<file path="src/hw/btbcc_pkg.sv">
// Constants, encodings and state enumeration of the toggle/branch/call/clear decode unit
package btbcc_pkg;
    // ****************************************************************
    // Widths
    // ****************************************************************
    localparam int PC_W = 21;
    localparam int DADDR_W = 12;

    // ****************************************************************
    // Instruction encodings
    // ****************************************************************
    localparam logic [3:0] OP_TOGGLE = 4'h7;
    localparam logic [6:0] OP_CLEAR = 7'h35;
    localparam logic [7:0] OP_BRA_OVF = 8'hE4;
    localparam logic [7:0] OP_BRA_ZERO = 8'hE0;
    localparam logic [6:0] OP_CALL = 7'h76;
    localparam logic [3:0] OP_CALL_WORD2 = 4'hF;

    // ****************************************************************
    // Addressing
    // ****************************************************************
    localparam logic [7:0] INDEXED_MAX = 8'h5F;
    localparam logic [3:0] ACCESS_LO_BANK = 4'h0;
    localparam logic [3:0] ACCESS_HI_BANK = 4'hF;

    // ****************************************************************
    // Instruction cycle phases and program counter steps
    // ****************************************************************
    localparam logic [1:0] PH_Q1 = 2'h0;
    localparam logic [1:0] PH_Q2 = 2'h1;
    localparam logic [1:0] PH_Q3 = 2'h2;
    localparam logic [1:0] PH_Q4 = 2'h3;
    localparam logic [20:0] PC_STEP = 21'h000002;
    localparam logic [20:0] RET_EXTRA = 21'h000002;

    // ****************************************************************
    // Status and control bit positions
    // ****************************************************************
    localparam int STAT_Z = 2;
    localparam int STAT_OV = 3;
    localparam int STAT_W = 5;
    localparam int CTRL_RUN = 0;
    localparam int CTRL_EXT = 1;

    // ****************************************************************
    // Register indices on the software port
    // ****************************************************************
    localparam logic [3:0] REG_CTRL = 4'h0;
    localparam logic [3:0] REG_BANK = 4'h1;
    localparam logic [3:0] REG_STATUS = 4'h2;
    localparam logic [3:0] REG_WORK = 4'h3;
    localparam logic [3:0] REG_PC = 4'h4;
    localparam logic [3:0] REG_TOS = 4'h5;
    localparam logic [3:0] REG_WSHAD = 4'h6;
    localparam logic [3:0] REG_SSHAD = 4'h7;
    localparam logic [3:0] REG_BSHAD = 4'h8;
    localparam logic [3:0] REG_EXEC = 4'h9;

    // ****************************************************************
    // Reset values
    // ****************************************************************
    localparam logic [1:0] CTRL_RST = 2'h0;
    localparam logic [20:0] PC_RST = 21'h000000;
    localparam logic [3:0] BANK_RST = 4'h0;
    localparam logic [4:0] STATUS_RST = 5'h00;
    localparam logic [7:0] WORK_RST = 8'h00;

    // Execution state of the current instruction cycle
    typedef enum logic [1:0] {EX_RUN, EX_FLUSH, EX_CALL2} btbcc_exec_e;
endpackage

</file>
<file path="src/hw/btbcc_addr_resolve.sv">
// Data address resolution: access bank, banked and indexed literal offset forms
`timescale 1ns/1ps
module btbcc_addr_resolve #(
    parameter int AW = 12
) (
    input wire logic bank_bit,
    input wire logic [7:0] reg_addr,
    input wire logic [3:0] bank_sel,
    input wire logic ext_en,
    input wire logic [AW-1:0] index_base,
    output logic [AW-1:0] data_addr,
    output logic indexed
);
    // ****************************************************************
    // Address selection
    // ****************************************************************
    // Indexed form only for the low access window, so upper SFR space stays reachable
    always_comb begin
        indexed = !bank_bit && ext_en && (reg_addr <= btbcc_pkg::INDEXED_MAX);
        if (indexed) begin
            data_addr = index_base + {{(AW-8){1'b0}}, reg_addr};
        end else if (bank_bit) begin
            data_addr = {bank_sel, reg_addr};
        end else if (reg_addr <= btbcc_pkg::INDEXED_MAX) begin
            data_addr = {btbcc_pkg::ACCESS_LO_BANK, reg_addr};
        end else begin
            data_addr = {btbcc_pkg::ACCESS_HI_BANK, reg_addr};
        end
    end
endmodule // btbcc_addr_resolve

</file>
<file path="src/hw/btbcc_core.sv">
// Decode and execute unit for toggle, conditional branch, call and clear instructions
//
// The register addresses and the strobed register port were decided locally.
`timescale 1ns/1ps
module btbcc_core (
    input wire logic CLOCK,
    input wire logic RST_N,
    input wire logic [3:0] REG_ADDR,
    input wire logic [31:0] REG_WDATA,
    input wire logic REG_WR,
    input wire logic REG_RD,
    output logic [31:0] REG_RDATA,
    output logic [20:0] PROG_ADDR,
    input wire logic [15:0] PROG_DATA,
    output logic [11:0] DMEM_ADDR,
    output logic DMEM_RD,
    input wire logic [7:0] DMEM_RDATA,
    output logic DMEM_WR,
    output logic [7:0] DMEM_WDATA,
    input wire logic [11:0] INDEX_BASE,
    output logic STACK_PUSH,
    output logic [20:0] STACK_DATA,
    output logic [1:0] INSTR_PHASE
);
    // ****************************************************************
    // State record
    // ****************************************************************
    typedef struct packed {
        logic [1:0] ph;
        btbcc_pkg::btbcc_exec_e exec;
        btbcc_pkg::btbcc_exec_e next;
        logic [15:0] ir;
        logic [7:0] k_low;
        logic [20:0] pc;
        logic [20:0] top_of_stack;
        logic [7:0] work;
        logic [4:0] status;
        logic [3:0] bank;
        logic [7:0] work_shad;
        logic [4:0] status_shad;
        logic [3:0] bank_shad;
        logic [1:0] ctrl;
        logic [11:0] dmem_addr;
        logic dmem_rd;
        logic dmem_wr;
        logic [7:0] dmem_wdata;
        logic push;
        logic [31:0] reg_rdata;
    } btbcc_state_s;

    btbcc_state_s s_q;
    btbcc_state_s s_d;
    logic [15:0] cur;
    logic is_toggle;
    logic is_clear;
    logic is_bra_ovf;
    logic is_bra_zero;
    logic is_call;
    logic [11:0] res_addr;
    logic res_indexed;
    logic [20:0] bra_offset;
    logic [7:0] bit_mask;

    // ****************************************************************
    // Decode
    // ****************************************************************
    // In Q1 the word on the program port is decoded directly so the data read starts in Q2
    assign cur = (s_q.ph == btbcc_pkg::PH_Q1) ? PROG_DATA : s_q.ir;
    assign is_toggle = (cur[15:12] == btbcc_pkg::OP_TOGGLE);
    assign is_clear = (cur[15:9] == btbcc_pkg::OP_CLEAR);
    assign is_bra_ovf = (cur[15:8] == btbcc_pkg::OP_BRA_OVF);
    assign is_bra_zero = (cur[15:8] == btbcc_pkg::OP_BRA_ZERO);
    assign is_call = (cur[15:9] == btbcc_pkg::OP_CALL);
    assign bra_offset = {{12{s_q.ir[7]}}, s_q.ir[7:0], 1'b0};
    assign bit_mask = 8'h01 << s_q.ir[11:9];

    btbcc_addr_resolve #(
        .AW(btbcc_pkg::DADDR_W)
    ) u_resolve (
        .bank_bit(cur[8]),
        .reg_addr(cur[7:0]),
        .bank_sel(s_q.bank),
        .ext_en(s_q.ctrl[btbcc_pkg::CTRL_EXT]),
        .index_base(INDEX_BASE),
        .data_addr(res_addr),
        .indexed(res_indexed)
    );

    // ****************************************************************
    // Next state
    // ****************************************************************
    // Software writes come first so that hardware updates in the same cycle win
    always_comb begin
        s_d = s_q;
        s_d.dmem_rd = 1'b0;
        s_d.dmem_wr = 1'b0;
        s_d.push = 1'b0;
        s_d.reg_rdata = 32'h00000000;
        if (REG_WR) begin
            case (REG_ADDR)
                btbcc_pkg::REG_CTRL: begin
                    s_d.ctrl = REG_WDATA[1:0];
                    // A fresh start begins a clean instruction cycle, so no half-done step resumes
                    if (!s_q.ctrl[btbcc_pkg::CTRL_RUN]) begin
                        s_d.ph = btbcc_pkg::PH_Q1;
                        s_d.exec = btbcc_pkg::EX_RUN;
                        s_d.next = btbcc_pkg::EX_RUN;
                    end
                end
                btbcc_pkg::REG_BANK: s_d.bank = REG_WDATA[3:0];
                btbcc_pkg::REG_STATUS: s_d.status = REG_WDATA[4:0];
                btbcc_pkg::REG_WORK: s_d.work = REG_WDATA[7:0];
                btbcc_pkg::REG_PC: begin
                    // PC may only be moved while halted, otherwise a fetch would tear
                    if (!s_q.ctrl[btbcc_pkg::CTRL_RUN]) begin
                        s_d.pc = {REG_WDATA[20:1], 1'b0};
                    end
                end
                default: ;
            endcase
        end
        if (REG_RD) begin
            case (REG_ADDR)
                btbcc_pkg::REG_CTRL: s_d.reg_rdata = {30'h00000000, s_q.ctrl};
                btbcc_pkg::REG_BANK: s_d.reg_rdata = {28'h0000000, s_q.bank};
                btbcc_pkg::REG_STATUS: s_d.reg_rdata = {27'h0000000, s_q.status};
                btbcc_pkg::REG_WORK: s_d.reg_rdata = {24'h000000, s_q.work};
                btbcc_pkg::REG_PC: s_d.reg_rdata = {11'h000, s_q.pc};
                btbcc_pkg::REG_TOS: s_d.reg_rdata = {11'h000, s_q.top_of_stack};
                btbcc_pkg::REG_WSHAD: s_d.reg_rdata = {24'h000000, s_q.work_shad};
                btbcc_pkg::REG_SSHAD: s_d.reg_rdata = {27'h0000000, s_q.status_shad};
                btbcc_pkg::REG_BSHAD: s_d.reg_rdata = {28'h0000000, s_q.bank_shad};
                btbcc_pkg::REG_EXEC: s_d.reg_rdata = {28'h0000000, s_q.ph, s_q.exec};
                default: s_d.reg_rdata = 32'h00000000;
            endcase
        end
        // Four clocks make one instruction cycle while running
        if (s_q.ctrl[btbcc_pkg::CTRL_RUN]) begin
            s_d.ph = s_q.ph + 2'h1;
            case (s_q.ph)
                btbcc_pkg::PH_Q1: begin
                    case (s_q.exec)
                        btbcc_pkg::EX_RUN: begin
                            s_d.ir = PROG_DATA;
                            s_d.pc = s_q.pc + btbcc_pkg::PC_STEP;
                            if (is_toggle || is_clear) begin
                                s_d.dmem_addr = res_addr;
                                s_d.dmem_rd = 1'b1;
                            end
                        end
                        btbcc_pkg::EX_CALL2: begin
                            s_d.ir = PROG_DATA;
                            s_d.pc = s_q.pc + btbcc_pkg::PC_STEP;
                        end
                        default: begin
                            // Idle cycle: the word on the program port is dropped, PC holds
                            s_d.ir = s_q.ir;
                        end
                    endcase
                end
                btbcc_pkg::PH_Q3: begin
                    case (s_q.exec)
                        btbcc_pkg::EX_RUN: begin
                            if (is_toggle) begin
                                s_d.dmem_wdata = DMEM_RDATA ^ bit_mask;
                                s_d.dmem_wr = 1'b1;
                            end
                            if (is_clear) begin
                                s_d.dmem_wdata = 8'h00;
                                s_d.dmem_wr = 1'b1;
                                s_d.status[btbcc_pkg::STAT_Z] = 1'b1;
                            end
                            // PC already points past the branch, so adding 2n gives PC+2+2n
                            if ((is_bra_ovf && s_q.status[btbcc_pkg::STAT_OV]) ||
                                (is_bra_zero && s_q.status[btbcc_pkg::STAT_Z])) begin
                                s_d.pc = s_q.pc + bra_offset;
                                s_d.next = btbcc_pkg::EX_FLUSH;
                            end
                            if (is_call) begin
                                s_d.top_of_stack = s_q.pc + btbcc_pkg::RET_EXTRA;
                                s_d.push = 1'b1;
                                s_d.k_low = s_q.ir[7:0];
                                s_d.next = btbcc_pkg::EX_CALL2;
                                if (s_q.ir[8]) begin
                                    s_d.work_shad = s_q.work;
                                    s_d.status_shad = s_q.status;
                                    s_d.bank_shad = s_q.bank;
                                end
                            end
                        end
                        btbcc_pkg::EX_CALL2: begin
                            // A second word without its prefix leaves PC at the next word
                            if (s_q.ir[15:12] == btbcc_pkg::OP_CALL_WORD2) begin
                                s_d.pc = {s_q.ir[11:0], s_q.k_low, 1'b0};
                            end
                            s_d.next = btbcc_pkg::EX_RUN;
                        end
                        default: s_d.next = btbcc_pkg::EX_RUN;
                    endcase
                end
                btbcc_pkg::PH_Q4: begin
                    s_d.exec = s_q.next;
                    s_d.next = btbcc_pkg::EX_RUN;
                end
                default: ;
            endcase
        end
        // Synchronous reset to the documented idle values
        if (!RST_N) begin
            s_d = '0;
            s_d.ctrl = btbcc_pkg::CTRL_RST;
            s_d.pc = btbcc_pkg::PC_RST;
            s_d.bank = btbcc_pkg::BANK_RST;
            s_d.status = btbcc_pkg::STATUS_RST;
            s_d.work = btbcc_pkg::WORK_RST;
            s_d.exec = btbcc_pkg::EX_RUN;
            s_d.next = btbcc_pkg::EX_RUN;
        end
    end

    // State register
    always_ff @(posedge CLOCK) begin
        s_q <= s_d;
    end

    // ****************************************************************
    // Outputs
    // ****************************************************************
    // All outputs come straight from the state record
    assign REG_RDATA = s_q.reg_rdata;
    assign PROG_ADDR = s_q.pc;
    assign DMEM_ADDR = s_q.dmem_addr;
    assign DMEM_RD = s_q.dmem_rd;
    assign DMEM_WR = s_q.dmem_wr;
    assign DMEM_WDATA = s_q.dmem_wdata;
    assign STACK_PUSH = s_q.push;
    assign STACK_DATA = s_q.top_of_stack;
    assign INSTR_PHASE = s_q.ph;

    logic ex_run_q4;
    logic br_taken_q4;
    assign ex_run_q4 = (s_q.ph == btbcc_pkg::PH_Q4) && (s_q.exec == btbcc_pkg::EX_RUN);
    assign br_taken_q4 = ex_run_q4 && (s_q.next == btbcc_pkg::EX_FLUSH);
endmodule // btbcc_core

</file>
<file path="config.mk">
export PLATFORM = sky130hd
export DESIGN_NAME = btbcc_core
export DESIGN_NICKNAME = d
export VERILOG_FILES = /design/src/hw/btbcc_pkg.sv /design/src/hw/btbcc_addr_resolve.sv /design/src/hw/btbcc_core.sv
export SDC_FILE = /design/constraint.sdc
export NUM_CORES = 1
export LEC_CHECK = 0
export BUFFER_PORTS_ARGS = -buffer_cell sky130_fd_sc_hd__clkbuf_2
export CORE_ASPECT_RATIO = 0.9
export CORE_MARGIN = 3
export CORE_UTILIZATION = 46
export DETAILED_ROUTE_END_ITERATION = 12
export HOLD_SLACK_MARGIN = 0.02
export PLACE_DENSITY = 0.68
export SLEW_MARGIN = 25
export SYNTH_ARGS = -nofsm -noshare
export SYNTH_HDL_FRONTEND = slang
export SYNTH_HIERARCHICAL = 1
export SYNTH_SLANG_ARGS = --single-unit
export TNS_END_PERCENT = 100
</file>
<file path="constraint.sdc">
create_clock -name CLOCK -period 9.15 [get_ports CLOCK]
set_clock_uncertainty 0.1 [all_clocks]
set_input_delay 1.3725 -clock CLOCK [delete_from_list [all_inputs] [get_ports CLOCK]]
set_output_delay 1.3725 -clock CLOCK [all_outputs]
set_load 0.03 [all_outputs]
</file>
# Word level (Yosys, flattened, before mapping)
# Index checks and enable logic that the tools add are counted.
# classes
mux	41
magnitude_cmp	1
bitwise_logic	1
eq_ne	18
reduce_logical	27
add_sub_neg	4
n_shift	1
# ops
operator	count
21-bit case mux with 10 select lines	1
21-bit 2-to-1 mux	9
21-bit case mux with 2 select lines	2
72-bit 2-to-1 mux	1
16-bit 2-to-1 mux	3
12-bit 2-to-1 mux	3
8-bit 2-to-1 mux	3
21-bit by 2-bit adder with 21-bit output, second input constant	1
21-bit adder	1
4-bit by 3-bit == test with 1-bit output, second input constant	5
4-bit AND reduction	5
6-bit 2-to-1 mux	3
9-bit 2-to-1 mux	2
8-bit == test, second input constant	2
12-bit by 8-bit adder with 12-bit output	1
4-bit == test, second input constant	3
2-bit AND reduction	6
4-bit by 2-bit == test with 1-bit output, second input constant	2
8-bit by 7-bit <= comparator with 1-bit output, second input constant	1
2-bit 2-to-1 mux	4
1-bit by 3-bit left shift with 8-bit output, first input constant	1
8-bit bitwise XOR	1
7-bit by 6-bit == test with 1-bit output, second input constant	1
7-bit == test, second input constant	1
other kinds (17)	31
# totals
wordCells	114
out_inout_bits	99
in_bits	76
reg_bits	163

# Depth between registers and ports, before layout
# depth
word_depth	10
ltp_mapped	16

# Cells and area by module
# Netlist, hierarchy kept.
# by_module_without_submodules
mod	instances	cells_each	area_per_inst_um2
btbcc_core	1	1202	9497.9
btbcc_addr_resolve	1	92	630.6

# Least setup slack after synthesis
# No wires, ideal clock.
# synth_path
path_type	input port to flip-flop
start	in REG_ADDR[0]
end	reg s_q (netlist bit PROG_ADDR[16])
setup_slack_ns	5.724
setup_ns	0.126
cell_stages	9
arrival_ns	3.199
t_required_ns	8.924
n_path_buf	2
path_cell_list	buf_2 -> nor4b_4 -> and3_1 -> buf_4 -> mux2i_1 -> o211ai_1 -> a31o_1 -> a221oi_1 -> a21oi_1
# synth_between
elab_chain_cells	7
# synth_rtl
item	line	text
from (decl)	btbcc_core.sv:8	input wire logic [3:0] REG_ADDR,
4-bit by 3-bit == test with 1-bit output *	btbcc_core.sv:100	case (REG_ADDR)
21-bit 2-to-1 mux *	btbcc_core.sv:100	
21-bit 2-to-1 mux *	btbcc_core.sv:99	if (REG_WR) begin
21-bit 2-to-1 mux, on equally long branches	btbcc_core.sv:193, btbcc_core.sv:174	
21-bit case mux with 2 select lines	btbcc_core.sv:162	case (s_q.exec)
21-bit case mux with 2 select lines	btbcc_core.sv:140	case (s_q.ph)
72-bit 2-to-1 mux *	btbcc_core.sv:138	if (s_q.ctrl[btbcc_pkg::CTRL_RUN]) begin
to (signal assigned)	btbcc_core.sv:223	s_q <= s_d;
to (decl)	btbcc_core.sv:51	btbcc_state_s s_q;
# Every way passes the cells marked *; elsewhere a longest branch is shown, timed or not.
# A chain may end at the register's enable or synchronous reset.

# Final worst setup path
# layout_path
start	in REG_ADDR[1]
end	reg s_q (netlist bit PROG_ADDR[16])
# The elaborated chain is that of the path after synthesis.

==> impl_metrics.ini <==
[detailed_routing]
drt_iter0_drc = 837
vias = 9194
ant_nets = 0
dr.pass1.iters = 6
highest_layer = met4
m1WireLength_um = 13200
via_per_inst = 5.75
routedWlPerCell_um = 18.3
wl_met2_um = 12600
wl_um = 29200
drcViolationCount = 0
met3_length_um = 2790

[finish]
drive_above_1_share = 0.171
area_delta_synth_final_pct = 7.07
fin_cells = 1599
nets = 1409
num_antenna_cells = 0
fillerInstances = 2054
multi_input_area_um2 = 5920
ff_latch_area_um2 = 3040

[setup_path]
required_ns = 9.37
cp.arrival_ns = 3.96
reg2reg_slack_ns = 5.68
path_class = in -> reg
end_kind = flip-flop
start_kind = input pin
path_max_fanout = 27

[yosys]
synth_cell_types = 86
synth.most_common_cell = nand2_1
synth.avg_cell_area_um2 = 7.83
yosys-top-cells-count = nand2_1 (153), dfxtp_1 (152), nor2_1 (141)
synth_top_area_cell = dfxtp_1
ys_seq_area_frac = 0.300
synth.top_cell.area_share = 0.300
synth_area_um2 = 10100
ys_ff_latch = 152
synth_edf_count = 0
async_reset_ff_frac = 0
ys_warn_count = 6
synth_ff_type = dfxtp_1
synthTopCellsByArea = dfxtp_1 (30%), buf_4 (7.4%), nand2_1 (5.7%)
netlist_instances = 1294

[clocking]
worstSkewPairLatency_ns = 0.43
clockBufferDepth = 2
cts_resized = 0
clkTransAtPathRegs_ns = 0.07
cts_inserted_buffers = 17
post-cts-setup-buffers = 0
cts_max_level = 4
cts_sinks = 152
cts_tree = yes
holdBufCountCts = 0
root_buffer = clkbuf_16

[global_routing]
track_usage = 0.239
grt_pass1_vias = 8308
antenna_found_initial = 0
grt_pass1_wl_um = 45800
gr-total-overflow = 0
grt_max_degree = 89

[floorplan]
dieHeight_um = 147
core_area_um2 = 21200
start_util = 0.478
ioPinCount = 175
die_x_um = 162
row_count = 50
die-area_um2 = 23800

[timing]
slew_headroom = 0.292
min_period_ns = 3.74
hold_violations = 0
hold_ws_ns = 0.352
rsz0062_at_grt = no
slew_violations = 0
final-setup-viol-count = 0
fin_crit_sh = 0.409
fmax_ghz = 0.267
timing.setup.tns_ns = 0
tightest_slew_ns = 1.06

[pwr]
power_density_nw_per_um2 = 139
ir_worst_vdd_v = 0.0000792
power_mw = 1.51
p_leak_nw = 4.39

[placed_design]
hpwlAfterDp_um = 21200
place_inst = 1567
port_buffers = 152
globalplace.congestion = 0.914

[hold_path]
hold_path.class = reg -> reg

[status]
status = finished clean

[flow_run]
drv_cap = 0
[sequential cells by signal (all words and copies together), names as in the netlist]
signal,flops
DMEM_WR,1
REG_RDATA,21
bra_offset,8
DMEM_ADDR,12
s_q,56
STACK_PUSH,1
INSTR_PHASE,2
STACK_DATA,21
DMEM_RD,1
PROG_ADDR,21
DMEM_WDATA,8
[layout make-up]
type / instances / share of cell area
multi-input combinational: 944 / 0.546
inverter: 24 / 0.00842
sequential: 152 / 0.281
timing repair buffer: 161 / 0.0764
clock inverter: 15 / 0.0165
clock buffer: 17 / 0.0392
tap: 286 / 0.0330
[cell families (layout without fill, tap and decap cells)]
family                     after synthesis  after routing  synth area share
AOI/OAI and AO/OA                      343            343             0.220
adders and majority gates               33             33            0.0422
buffers and inverters                  208            217             0.119
other                                    1             11          0.000370
and+or+nand+nor                        435            435             0.199
DFF                                    152            152             0.300
xor gates and xnor gates                55             55            0.0476
muxes                                   67             67            0.0714
[metal layers]
layer	global-route usage	vias up
met5	0	-
met4	0.0606	0
met3	0.0578	41
met2	0.353	417
met1	0.351	4241
li1	-	4495
[cells in the final DEF, fill, tap and decap left out, drive strengths merged, types with 30 or more instances in the layout]
cell,n
clkbuf,169
nand2,155
dfxtp,152
nor2,141
a21oi,110
o21ai,67
mux2i,56
nand3,51
ha,31
xor2,30
inv,30
[per-stage QoR]
step | cell area, um^2 | utilization | worst slack, ns
detailed placement | 10200 | 0.483 | 5.00
global placement | 10200 | 0.483 | 4.99
finish | 10800 | 0.511 | 5.41
global route | 10800 | 0.511 | 5.22
floorplan | 10200 | - | 5.72
CTS | 10800 | 0.511 | 5.45
[critical path, cell delays in order]
cell	delay, ns
clkbuf_2	0.35
nor4b_4	0.34
buf_4	0.28
and3_1	0.18
buf_4	0.33
mux2i_1	0.34
o211ai_1	0.18
a31o_1	0.25
a221oi_1	0.27
a21oi_1	0.06
[worst paths after layout]
check,depth (start not counted),start,to
max,10,REG_ADDR[1],PROG_ADDR[16]$_SDFF_PN0_
min,2,s_q[136]$_SDFFE_PN0P_,s_q[136]$_SDFFE_PN0P_
max reg2reg,13,INSTR_PHASE[0]$_SDFFE_PN0P_,DMEM_ADDR[10]$_SDFFE_PN0P_
min reg2reg,2,s_q[136]$_SDFFE_PN0P_,s_q[136]$_SDFFE_PN0P_
[where the power goes]
| group | total [mW] | leakage, nW | switching, mW | internal (mW) |
|---|---|---|---|---|
| combinational | 0.119 | 2.87 | 0.0758 | 0.0434 |
| clock | 0.720 | 0.291 | 0.329 | 0.391 |
| sequential | 0.670 | 1.22 | 0.00592 | 0.664 |
| total | 1.51 | 4.39 | 0.410 | 1.10 |
Note: power is estimated with default switching activity, not from simulation.
